## config.mk

```make
export PLATFORM = sky130hd
export DESIGN_NAME = bad_bit_decode
export DESIGN_NICKNAME = d
export VERILOG_FILES = /design/src/core/bad_bit_decode.v
export VERILOG_INCLUDE_DIRS = /design/src /design/src/core
export SDC_FILE = /design/constraint.sdc
export NUM_CORES = 1
export LEC_CHECK = 0
export BUFFER_PORTS_ARGS = -buffer_cell sky130_fd_sc_hd__buf_2
export CORE_ASPECT_RATIO = 1.5
export CORE_UTILIZATION = 30
export CTS_BUF_LIST = sky130_fd_sc_hd__clkbuf_16
export CTS_CLUSTER_SIZE = 25
export DETAILED_ROUTE_END_ITERATION = 16
export SYNTH_ARGS = -nofsm -noshare
export SYNTH_HDL_FRONTEND = slang
export SYNTH_SLANG_ARGS = --single-unit
```

## constraint.sdc

```tcl
create_clock -name clk -period 3.82 [get_ports clk]
set_clock_uncertainty 0.2 [all_clocks]
set_input_delay 0 -clock clk [delete_from_list [all_inputs] [get_ports clk]]
set_output_delay 0 -clock clk [all_outputs]
set_load 0.02 [all_outputs]
```

## src/core/bad_map.vh

```
// Register addresses, bit positions and codes of the bit-address decoder.
`ifndef BAD_MAP_VH
`define BAD_MAP_VH
`define BAD_RAM_BASE 8'h20
`define BAD_SFR_P0 8'h80
`define BAD_SFR_TCS 8'h88
`define BAD_SFR_P1 8'h90
`define BAD_SFR_SCS 8'h98
`define BAD_SFR_P2 8'ha0
`define BAD_SFR_IEN 8'ha8
`define BAD_SFR_P3 8'hb0
`define BAD_SFR_IPR 8'hb8
`define BAD_SFR_PSW 8'hd0
`define BAD_SFR_ACC 8'he0
`define BAD_SFR_BREG 8'hf0
`define BAD_PSW_CY 3'd7
`define BAD_PSW_AC 3'd6
`define BAD_PSW_OV 3'd2
`define BAD_PSW_PAR 3'd0
`define BAD_PSW_RSV_MASK 8'h02
`define BAD_TCS_TF1 3'd7
`define BAD_TCS_TF0 3'd5
`define BAD_TCS_EF1 3'd3
`define BAD_TCS_EF0 3'd1
`define BAD_SCS_RX_DONE 3'd0
`define BAD_IEN_RSV_MASK 8'h60
`define BAD_IPR_RSV_MASK 8'he0
`define BAD_RESET_BYTE 8'h00
`define BAD_OP_NONE 2'd0
`define BAD_OP_SET 2'd1
`define BAD_OP_CLR 2'd2
`define BAD_OP_WRITE 2'd3
`define BAD_SM_SHIFT 2'b00
`endif

```

## src/core/bad_bit_decode.v

```verilog
// Direct bit-address decoder with the bit-addressable status and control registers.
`timescale 1ns/1ps
`include "bad_map.vh"

// Notes on behaviour
// - Bit addresses 00h-7Fh select RAM bytes 20h-2Fh, bit 0 of 20h first.
// - Addresses 80h-FFh pick the register sharing upper five bits; low three bits pick bit.
// - Carry is bit 7 of the status word, reachable as any addressable bit.
// - Aux carry in status bit 6 follows carry/borrow out of bit 3 on add/sub.
// - Status bit 5 is a software flag that hardware never alters.
// - Status bits 4:3 choose register bank 0..3 at RAM 00h, 08h, 10h, 18h.
// - Overflow in status bit 2 updates on arithmetic; status bit 1 is reserved.
// - Parity in status bit 0 is refreshed each cycle, one for odd accumulator ones.
// - Port 3 bits 7 and 6 pulse low for external data read and write.
// - Port 3 bit 0 is receive input in async modes, bidirectional data in shift mode.
// - Timer control bits 7 and 5 set on timer overflow, cleared on interrupt service.
// - Timer control bits 6 and 4 are software run controls for timers 1 and 0.
// - Timer control bits 3 and 1 set on external interrupt edge only in edge mode, cleared on service.
// - Timer control bits 2 and 0 choose falling edge (1) or low level (0).
// - Serial control bits 7:6 select shift, 8-bit variable, 9-bit fixed, 9-bit variable.
// - Serial control bit 5 makes receiver drop frames whose ninth bit is zero, except in shift mode.
// - Serial control bit 4 enables serial reception.
// - Serial control bit 3 gives the ninth transmitted bit in 9-bit modes.
// - Serial control bit 0 is set by hardware on receive; only software clears it.
// - Clearing enable bit 7 masks all interrupts; enable bits 6 and 5 are reserved.
// - Enable bit 4 gates serial interrupts, bit 3 gates timer 1 interrupts.
// - Priority bit 4 raises serial, bit 3 raises timer 1; bits 7:5 reserved.
module bad_bit_decode (
   input wire clk,
   input wire reset,
   input wire [7:0] bit_addr,
   input wire [1:0] bit_op,
   input wire bit_wdata,
   output reg bit_rdata,
   output reg bit_addr_valid,
   input wire [7:0] byte_addr,
   input wire byte_wr,
   input wire [7:0] byte_wdata,
   output reg [7:0] byte_rdata,
   input wire [7:0] acc_value,
   input wire arith_update,
   input wire arith_carry,
   input wire arith_aux_carry,
   input wire arith_overflow,
   input wire timer1_overflow,
   input wire timer0_overflow,
   input wire int1_serviced,
   input wire int0_serviced,
   input wire ext_int1_n_pin,
   input wire ext_int0_n_pin,
   input wire rx_byte_done,
   input wire rx_ninth_bit,
   input wire xdata_rd,
   input wire xdata_wr,
   input wire rx_data_pin_in,
   input wire shift_data_out,
   input wire shift_data_oe,
   output reg rx_data_pin_out,
   output reg rx_data_pin_oe,
   output reg rx_serial_in,
   output reg read_strobe_n,
   output reg write_strobe_n,
   output wire [1:0] bank_select,
   output wire [4:0] bank_base,
   output wire timer1_run,
   output wire timer0_run,
   output wire [1:0] serial_mode,
   output wire rx_enable,
   output wire rx_accept,
   output wire tx_ninth_bit,
   output wire int1_request,
   output wire int0_request,
   output wire timer1_int_req,
   output wire serial_int_req,
   output wire timer1_high_prio,
   output wire serial_high_prio
);

   // ----------------------------------------------------------------
   // Storage
   // ----------------------------------------------------------------
   // Bit-addressable RAM bytes 20h to 2Fh, indexed by the low nibble.
   reg [7:0] ram_q [0:15];
   reg [7:0] program_status_word_q;
   reg [7:0] timer_control_status_q;
   reg [7:0] serial_control_status_q;
   reg [7:0] interrupt_enable_q;
   reg [7:0] interrupt_priority_q;
   reg [7:0] acc_byte_q;
   reg [7:0] b_byte_q;
   reg [7:0] port_q [0:3];
   reg int1_meta_q;
   reg int1_sync_q;
   reg int1_prev_q;
   reg int0_meta_q;
   reg int0_sync_q;
   reg int0_prev_q;
   reg rxd_meta_q;
   reg rxd_sync_q;
   // Combinational results of the bit access path.
   reg [7:0] tgt_byte;
   reg tgt_hit;
   reg [7:0] bit_new;
   reg [7:0] sel_addr;
   integer i;

   // Decode of a bit address into a byte address, the RAM region first.
   function [7:0] bit_to_byte;
      input [7:0] a;
      begin
         if (a[7] == 1'b0) begin
            bit_to_byte = `BAD_RAM_BASE + {4'h0, a[6:3]};
         end else begin
            bit_to_byte = {a[7:3], 3'b000};
         end
      end
   endfunction

   // Byte value with one bit replaced, neighbours kept.
   function [7:0] merge_bit;
      input [7:0] old;
      input [2:0] pos;
      input val;
      reg [7:0] m;
      begin
         m = 8'h01 << pos;
         merge_bit = val ? (old | m) : (old & ~m);
      end
   endfunction

   // Read mux for the whole byte space this block owns.
   function [8:0] byte_read;
      input [7:0] a;
      begin
         if (a >= `BAD_RAM_BASE && a < `BAD_RAM_BASE + 8'h10) begin
            byte_read = {1'b1, ram_q[a[3:0]]};
         end else if (a == `BAD_SFR_PSW) begin
            byte_read = {1'b1, program_status_word_q};
         end else if (a == `BAD_SFR_TCS) begin
            byte_read = {1'b1, timer_control_status_q};
         end else if (a == `BAD_SFR_SCS) begin
            byte_read = {1'b1, serial_control_status_q};
         end else if (a == `BAD_SFR_IEN) begin
            byte_read = {1'b1, interrupt_enable_q & ~`BAD_IEN_RSV_MASK};
         end else if (a == `BAD_SFR_IPR) begin
            byte_read = {1'b1, interrupt_priority_q & ~`BAD_IPR_RSV_MASK};
         end else if (a == `BAD_SFR_ACC) begin
            byte_read = {1'b1, acc_byte_q};
         end else if (a == `BAD_SFR_BREG) begin
            byte_read = {1'b1, b_byte_q};
         end else if (a == `BAD_SFR_P0 || a == `BAD_SFR_P1 || a == `BAD_SFR_P2 || a == `BAD_SFR_P3) begin
            byte_read = {1'b1, port_q[a[5:4]]};
         end else begin
            byte_read = 9'h000;
         end
      end
   endfunction

   // ----------------------------------------------------------------
   // Bit access path
   // ----------------------------------------------------------------

   // Target byte of the current bit operation and its modified value.
   always @* begin
      sel_addr = bit_to_byte(bit_addr);
      {tgt_hit, tgt_byte} = byte_read(sel_addr);
      case (bit_op)
         `BAD_OP_SET: bit_new = merge_bit(tgt_byte, bit_addr[2:0], 1'b1);
         `BAD_OP_CLR: bit_new = merge_bit(tgt_byte, bit_addr[2:0], 1'b0);
         `BAD_OP_WRITE: bit_new = merge_bit(tgt_byte, bit_addr[2:0], bit_wdata);
         default: bit_new = tgt_byte;
      endcase
   end

   // Byte read word; the top bit only marks a hit and is not returned.
   wire [8:0] byte_rd_word = byte_read(byte_addr);

   // Registered read data of the addressed bit and the whole byte.
   always @(posedge clk) begin
      if (reset) begin
         bit_rdata <= 1'b0;
         bit_addr_valid <= 1'b0;
         byte_rdata <= `BAD_RESET_BYTE;
      end else begin
         bit_rdata <= tgt_byte[bit_addr[2:0]];
         bit_addr_valid <= tgt_hit;
         byte_rdata <= byte_rd_word[7:0];
      end
   end

   // ----------------------------------------------------------------
   // Pin synchronisers and edge detection
   // ----------------------------------------------------------------

   // Two flip-flops on each pin before any logic reads it; all stages start at
   // the idle high level so that leaving reset never fakes a falling edge.
   always @(posedge clk) begin
      if (reset) begin
         int1_meta_q <= 1'b1;
         int1_sync_q <= 1'b1;
         int1_prev_q <= 1'b1;
         int0_meta_q <= 1'b1;
         int0_sync_q <= 1'b1;
         int0_prev_q <= 1'b1;
         rxd_meta_q <= 1'b1;
         rxd_sync_q <= 1'b1;
      end else begin
         int1_meta_q <= ext_int1_n_pin;
         int1_sync_q <= int1_meta_q;
         int1_prev_q <= int1_sync_q;
         int0_meta_q <= ext_int0_n_pin;
         int0_sync_q <= int0_meta_q;
         int0_prev_q <= int0_sync_q;
         rxd_meta_q <= rx_data_pin_in;
         rxd_sync_q <= rxd_meta_q;
      end
   end

   // Falling edges of the synchronised external interrupt pins.
   wire int1_fall = int1_prev_q & ~int1_sync_q;
   wire int0_fall = int0_prev_q & ~int0_sync_q;

   // ----------------------------------------------------------------
   // Register updates: software byte write, then bit op, then hardware
   // ----------------------------------------------------------------
   // A bit operation only writes when it lands on an implemented byte.
   wire bit_wr = (bit_op != `BAD_OP_NONE) && tgt_hit;
   // Next accumulator value; parity must follow it in the same cycle.
   // The bit path wins over a byte write, as for every other byte.
   wire [7:0] acc_next = (bit_wr && sel_addr == `BAD_SFR_ACC) ? bit_new :
                         (byte_wr && byte_addr == `BAD_SFR_ACC) ? byte_wdata : acc_byte_q;

   // Software write helper: byte write wins over nothing, bit op over the byte path.
   function [7:0] sw_next;
      input [7:0] a;
      input [7:0] cur;
      begin
         if (bit_wr && sel_addr == a) begin
            sw_next = bit_new;
         end else if (byte_wr && byte_addr == a) begin
            sw_next = byte_wdata;
         end else begin
            sw_next = cur;
         end
      end
   endfunction

   // All software-visible storage; hardware side effects are applied after the
   // software path, so a hardware set beats a software clear in one cycle.
   always @(posedge clk) begin
      if (reset) begin
         program_status_word_q <= `BAD_RESET_BYTE;
         timer_control_status_q <= `BAD_RESET_BYTE;
         serial_control_status_q <= `BAD_RESET_BYTE;
         interrupt_enable_q <= `BAD_RESET_BYTE;
         interrupt_priority_q <= `BAD_RESET_BYTE;
         acc_byte_q <= `BAD_RESET_BYTE;
         b_byte_q <= `BAD_RESET_BYTE;
         for (i = 0; i < 16; i = i + 1) begin
            ram_q[i] <= `BAD_RESET_BYTE;
         end
         // Port latches leave reset at all ones.
         for (i = 0; i < 4; i = i + 1) begin
            port_q[i] <= 8'hff;
         end
      end else begin
         // RAM bytes and ports take software writes only.
         for (i = 0; i < 16; i = i + 1) begin
            ram_q[i] <= sw_next(`BAD_RAM_BASE + i[7:0], ram_q[i]);
         end
         port_q[0] <= sw_next(`BAD_SFR_P0, port_q[0]);
         port_q[1] <= sw_next(`BAD_SFR_P1, port_q[1]);
         port_q[2] <= sw_next(`BAD_SFR_P2, port_q[2]);
         port_q[3] <= sw_next(`BAD_SFR_P3, port_q[3]);
         acc_byte_q <= acc_next;
         b_byte_q <= sw_next(`BAD_SFR_BREG, b_byte_q);
         interrupt_enable_q <= sw_next(`BAD_SFR_IEN, interrupt_enable_q) & ~`BAD_IEN_RSV_MASK;
         interrupt_priority_q <= sw_next(`BAD_SFR_IPR, interrupt_priority_q) & ~`BAD_IPR_RSV_MASK;
         // Status word: bit 5 and bank bits only ever come from software.
         program_status_word_q <= psw_hw(sw_next(`BAD_SFR_PSW, program_status_word_q));
         timer_control_status_q <= tcs_hw(sw_next(`BAD_SFR_TCS, timer_control_status_q));
         serial_control_status_q <= scs_hw(sw_next(`BAD_SFR_SCS, serial_control_status_q));
      end
   end

   // Hardware side effects on the status word.
   function [7:0] psw_hw;
      input [7:0] v;
      reg [7:0] r;
      begin
         r = v & ~`BAD_PSW_RSV_MASK;
         if (arith_update) begin
            r[`BAD_PSW_CY] = arith_carry;
            r[`BAD_PSW_AC] = arith_aux_carry;
            r[`BAD_PSW_OV] = arith_overflow;
         end
         r[`BAD_PSW_PAR] = ^acc_next;
         psw_hw = r;
      end
   endfunction

   // Hardware flags of timer control; an event beats a clear in the same cycle.
   function [7:0] tcs_hw;
      input [7:0] v;
      reg [7:0] r;
      begin
         r = v;
         if (int1_serviced) r[`BAD_TCS_TF1] = 1'b0;
         if (int0_serviced) r[`BAD_TCS_TF0] = 1'b0;
         if (int1_serviced) r[`BAD_TCS_EF1] = 1'b0;
         if (int0_serviced) r[`BAD_TCS_EF0] = 1'b0;
         if (timer1_overflow) r[`BAD_TCS_TF1] = 1'b1;
         if (timer0_overflow) r[`BAD_TCS_TF0] = 1'b1;
         if (v[2] && int1_fall) r[`BAD_TCS_EF1] = 1'b1;
         if (v[0] && int0_fall) r[`BAD_TCS_EF0] = 1'b1;
         tcs_hw = r;
      end
   endfunction

   // Receive-done flag: set by hardware, never cleared here, set wins over software.
   function [7:0] scs_hw;
      input [7:0] v;
      reg [7:0] r;
      begin
         r = v;
         if (rx_accept) r[`BAD_SCS_RX_DONE] = 1'b1;
         scs_hw = r;
      end
   endfunction

   // ----------------------------------------------------------------
   // Control outputs
   // ----------------------------------------------------------------
   // Register fields straight out to the core and peripherals.
   assign bank_select = program_status_word_q[4:3];
   assign bank_base = {bank_select, 3'b000};
   assign timer1_run = timer_control_status_q[6];
   assign timer0_run = timer_control_status_q[4];
   assign serial_mode = serial_control_status_q[7:6];
   assign rx_enable = serial_control_status_q[4];
   assign rx_accept = rx_byte_done && rx_enable &&
                      !(serial_control_status_q[5] && serial_mode != `BAD_SM_SHIFT && !rx_ninth_bit);
   assign tx_ninth_bit = serial_control_status_q[3];

   // Interrupt requests: edge flag, or a low level when level mode is chosen.
   wire int1_src = timer_control_status_q[2] ? timer_control_status_q[3] : ~int1_sync_q;
   wire int0_src = timer_control_status_q[0] ? timer_control_status_q[1] : ~int0_sync_q;
   // Enable bit 7 masks every request below.
   wire global_int_enable = interrupt_enable_q[7];
   assign int1_request = global_int_enable & interrupt_enable_q[2] & int1_src;
   assign int0_request = global_int_enable & interrupt_enable_q[0] & int0_src;
   assign timer1_int_req = global_int_enable & interrupt_enable_q[3] & timer_control_status_q[7];
   assign serial_int_req = global_int_enable & interrupt_enable_q[4] & serial_control_status_q[0];
   assign serial_high_prio = interrupt_priority_q[4];
   assign timer1_high_prio = interrupt_priority_q[3];

   // Strobes and serial data pin, registered.
   always @(posedge clk) begin
      if (reset) begin
         read_strobe_n <= 1'b1;
         write_strobe_n <= 1'b1;
         rx_data_pin_out <= 1'b1;
         rx_data_pin_oe <= 1'b0;
         rx_serial_in <= 1'b1;
      end else begin
         read_strobe_n <= ~xdata_rd;
         write_strobe_n <= ~xdata_wr;
         rx_data_pin_out <= shift_data_out;
         rx_data_pin_oe <= (serial_mode == `BAD_SM_SHIFT) & shift_data_oe;
         rx_serial_in <= rxd_sync_q;
      end
   end

endmodule // bad_bit_decode

```

== Yosys cells after proc, flatten, opt, wreduce, memory -nomap -nowiden ==
Memory sizes are Yosys's and may differ from the RTL's.
Index checks and enable logic that the tools add are counted.
Cells by class
  add/sub/neg operators: 1
  order comparisons: 5
  equality and inequality tests: 77
  shift operators: 1
  muxes and demuxes: 134
  bitwise operators: 38
  reductions and logical operators: 107
Operators by type and width (count)
  2-to-1 mux 8 bit: 104
  equality test 8 x 6 -> 1 bit, second input constant: 32
  equality test 8 bit, second input constant: 22
  2-to-1 mux 9 bit: 9
  logical AND 1 bit: 63
  != test 3 bit, second input constant: 20
  AND reduction 2 bit: 20
  one-hot mux 8 bit (3 select lines): 1
  OR 1 bit: 20
  nonzero test 5 bit: 4
  >= comparator 8 x 6 -> 1 bit, second input constant: 2
  < comparator 8 x 6 -> 1 bit, second input constant: 2
  2-to-1 mux 1 bit: 16
  nonzero test 2 bit: 7
  bitwise AND 1 bit: 11
  2-to-1 mux 5 bit: 2
  nonzero test 3 bit: 3
  bitwise AND 8 bit: 1
  NOT 8 bit: 1
  OR 8 bit: 1
  parity 8 bit: 1
  << shifter 1 x 3 -> 8 bit, first input constant: 1
  adder 6 x 4 -> 7 bit, first input constant: 1
  logical OR 1 bit: 6
  other kinds (8): 13
Word-level totals
  register bits after elaboration: 76
  RAM bits: 160
  input bits: 55
  output and inout bits: 35
  memories kept: 2
Memory list
  ram_q: words 16, width 8, rd ports 2, clocked after memory_dff 0, write ports 16, RTL line bad_bit_decode.v:83  | reg [7:0] ram_q [0:15];
  port_q: words 4, width 8, rd ports 2, clocked after memory_dff 0, write ports 4, RTL line bad_bit_decode.v:91  | reg [7:0] port_q [0:3];

== Logic depth before layout (Yosys ltp) ==
  depth after elaboration: 22
  depth in mapped cells: 15
  mapped depth without buffers: 9

== Worst setup path before layout ==
OpenSTA, ideal clock, no wires.
  path kind: register to register
  start point: memory port_q[3][2]
  end point: register program_status_word_q[0]
  arrival time: 2452 ps
  data required time: 3548 ps
  setup slack: 1097 ps
  cell stages (with the launch flop): 11
  clock period less this slack: 2723 ps
  cells stage by stage: edfxtp_1 -> and2_1 -> mux4_2 -> a22oi_1 -> nand4bb_1 -> o211a_1 -> buf_2 -> a21oi_1 -> xnor3_1 -> xnor3_1 -> mux2i_1
RTL lines
  start: declaration: RTL line bad_bit_decode.v:91
  end signal: assignment: RTL line bad_bit_decode.v:252  | program_status_word_q <= `BAD_RESET_BYTE;
  end signal: assignment: RTL line bad_bit_decode.v:280  | program_status_word_q <= psw_hw(sw_next(`BAD_SFR_PSW, program_status_word_q));
  end: declaration: RTL line bad_bit_decode.v:84  | reg [7:0] program_status_word_q;

==> results.sh <==
export IMPL_use_met3_pct=3.79
export IMPL_min_period_over_period_pct=95.7
export IMPL_rsz0062_at_grt="no"
export IMPL_place_area_mm2=0.0163
export IMPL_netlist_instances=1533
export IMPL_internal_power_mw=4.67
export IMPL_ios=90
export IMPL_htreeDepth=1
export IMPL_fmax_mhz=274
export IMPL_reg2reg_slack_ns=0.17
export IMPL_clock_path_buffers=3
export IMPL_p_clk_share_pct=37.0
export IMPL_first_pass_iters=9
export IMPL_rows=100
export IMPL_via_per_inst=5.96
export IMPL_ys_seq_area_share_pct=41.2
export IMPL_hold_end="timer_control_status_q[3]"
export IMPL_drcViolationCount=0
export IMPL_grt_max_degree=60
export IMPL_dp_slack_ns=0.377
export IMPL_cp_max_fo=7
export IMPL_hold_viol_final=0
export IMPL_cts_sinks=233
export IMPL_netlist_area_leader_share_pct=31.6
export IMPL_worstMarginPinSlew_ns=1.23
export IMPL_die_w_um=186
export IMPL_min_delay_start="int1_serviced"
export IMPL_irDropWorstVdd_uv=307
export IMPL_drt_wl_total_um=64900
export IMPL_drt_initial_drc_count=1629
export IMPL_dp_hpwl_um=46200
export IMPL_io_buffers=78
export IMPL_synth_top_area_cell="edfxtp_1"
export IMPL_die_area_mm2=0.0516
export IMPL_synthDistinctLibCells=87
export IMPL_finalCriticalPeriod_ns=3.65
export IMPL_syn_area_mm2=0.0152
export IMPL_globalRouteMet2Util_pct=42.7
export IMPL_use_met1_pct=25.7
export IMPL_grt_busiest_layer="met2"
export IMPL_seq_power_share_pct=44.3
export IMPL_cts_made_buffers=24
export IMPL_placedCellCount=2206
export IMPL_initial_core_util_pct=30.5
export IMPL_first_global_vias=13409
export IMPL_grt_antenna_before_repair=2
export IMPL_p_leak_nw=6.81
export IMPL_maxCapViolCount=0
export IMPL_reg2reg_from="port_q[0][7]"
export IMPL_cts_root_buffer_cell="clkbuf_16"
export IMPL_finalNonFillerCells=2296
export IMPL_hold_depth=3
export IMPL_end_kind="flip-flop"
export IMPL_route_vias_total=13689
export IMPL_critPathLaunchType="flip-flop"
export IMPL_nets=1671
export IMPL_grt_pass1_wl_um=92200
export IMPL_yosysWarnings=0
export IMPL_status="finished, final reports clean"
export IMPL_design_area_mm2=0.0176
export IMPL_cp_arrival_ns=3.89
export IMPL_hold_path_class="in -> reg"
export IMPL_net_switching_power_mw=1.97
export IMPL_die_y_um=278
export IMPL_required_ns=4.05
export IMPL_hold_slack_ns=0.0346
export IMPL_fill_cells=5056
export IMPL_reg2reg_depth=11
export IMPL_path_class="reg -> reg"
export IMPL_synth_edf_count=160
export IMPL_antenna_left=0
export IMPL_antenna_cells=0
export IMPL_ys_async_sr_fraction_pct=0
export IMPL_synthFlopType="edfxtp_1"
export IMPL_clk_latency_ns=0.55
export IMPL_place_congestion=0.987
export IMPL_grt_overflow=0
export IMPL_relSlewSlack_pct=17.1
export IMPL_synth_seq_cells=233
export IMPL_path_clk_slew_ns=0.07
export IMPL_syn_area_per_cell_um2=9.91
export IMPL_p_sw_share_pct=29.7
export IMPL_combPwrFrac_pct=18.7
export IMPL_syn2layout_area_growth_pct=15.8
export IMPL_post_cts_buffers=0
export IMPL_wire_per_inst_um=28.3
export IMPL_synthTopCellsByArea="edfxtp_1 32%, dfxtp_1 9.6%, mux4_2 9.2%, mux2i_1 8.6%, nand2_1 4.7%"
export IMPL_setup_viol_count_final=0
export IMPL_setup_tns_final_ns=0
export IMPL_cts_tree="yes"
export IMPL_worst_slack_ns=0.166
export IMPL_layout_drive_gt1_share_pct=18.6
export IMPL_power_density_mw_per_mm2=378
export IMPL_core_mm2=0.0498
export IMPL_report_final_slew_viol_count=0
export IMPL_grt_usage_pct=24.9
export IMPL_reg2reg_to="timer_control_status_q[7]"
==> state kept, by name, summed over array words and instances, names as in the netlist, 6 cells and up <==
name	count
timer_control_status_q	8
interrupt_enable_q	6
port_q	32
program_status_word_q	7
b_byte_q	8
byte_rdata	8
serial_control_status_q	8
acc_byte_q	8
ram_q	128
==> final cells by class <==
class	count	area (µm²)	share of cell area, %
clock buffers	25	626	3.56
clock inverters	18	175	0.995
multi-input cells	1133	8110	46.1
well taps	663	830	4.71
flip-flops and latches	233	6270	35.6
inverters	15	56.3	0.320
repair buffers	209	1530	8.70
==> Yosys cell counts, drive strengths merged, types with 6 or more instances <==
cell	n
and3	10
nand3b	10
clkbuf	82
inv	13
nand4	9
nor3	27
nand2	191
o21ai	57
o32ai	6
mux2	16
a22oi	15
dfxtp	73
a21oi	122
nor2	149
a211oi	44
mux2i	131
o22ai	8
nand2b	32
nand3	31
o211ai	10
or3	6
a22o	51
a221oi	7
mux4	62
nor2b	21
edfxtp	160
or2	14
buf	72
a311oi	6
==> critical path, cell delays in order (launching register included) <==
cell	delay, ns
edfxtp_1	0.37
or3b_1	0.35
a21oi_1	0.31
o221ai_1	0.25
a221oi_2	0.51
a311o_1	0.31
a21oi_4	0.11
buf_4	0.21
nor2_1	0.12
a211oi_1	0.07
o21a_1	0.19
dlygate4sd3_1	0.55
==> logic make-up (layout without fill, tap and decap cells) <==
family,count (synthesis),after routing,share of synthesized area (%)
and+or+nand+nor,528,528,16.2
buffers and inverters,169,267,5.50
DFF,233,233,41.2
xor gates and xnor gates,6,6,0.577
muxes,209,209,19.0
AOI/OAI and AO/OA,387,387,17.4
other,1,3,0.0247
==> power by group through the flow <==
stage | Combinational (mW) | Clock (mW) | Sequential, mW
finish | 1.24 | 2.46 | 2.94
global route | 1.28 | 2.56 | 2.95
CTS | 1.20 | 2.48 | 2.93
detailed placement | 1.16 | 0 | 2.99
global placement | 1.16 | 0 | 2.98
floorplan | 0.709 | 0 | 2.93
==> metal layers <==
layer  wire length, µm  share of wire, %
met1             21200                33
met2             32100                49
met3              4650               7.2
met4              7030                11
met5                13             0.020
==> through the flow <==
stage	util (%)	total power [mW]
after floorplan	-	3.64
after global placement	32.8	4.14
after detailed placement	32.8	4.15
after CTS	35.3	6.61
after global routing	35.3	6.79
final	35.3	6.64
==> placed cells by master, fill, tap and decap left out, types with 53 or more instances in the layout <==
cell      instances
buf_2            77
nand2_1         191
edfxtp_1        160
mux2i_1         131
a21oi_1         118
o21ai_0          53
dfxtp_1          73
nor2_1          149
mux4_2           62
buf_4            82
==> timing repair <==
action                                 4_1_cts  5_1_grt
endpoints found under the hold margin       81        0
gates resized for setup                      0        1
setup endpoints to repair                    0        1
hold buffers                                47        0
==> worst max-delay path by stage <==
stage,start,end,slack [ns],cells past startpoint
final,port_q[0][7],timer_control_status_q[7],0.17,11
after global routing,bit_addr[5],timer_control_status_q[1],0.08,13
after CTS,port_q[0][7],timer_control_status_q[7],0.02,11
after detailed placement,bit_addr[4],program_status_word_q[0],0.38,10
after global placement,bit_addr[3],timer_control_status_q[7],0.39,12
after floorplan,port_q[3][2],program_status_word_q[0],1.10,10
(Power assumes the default switching activity.)
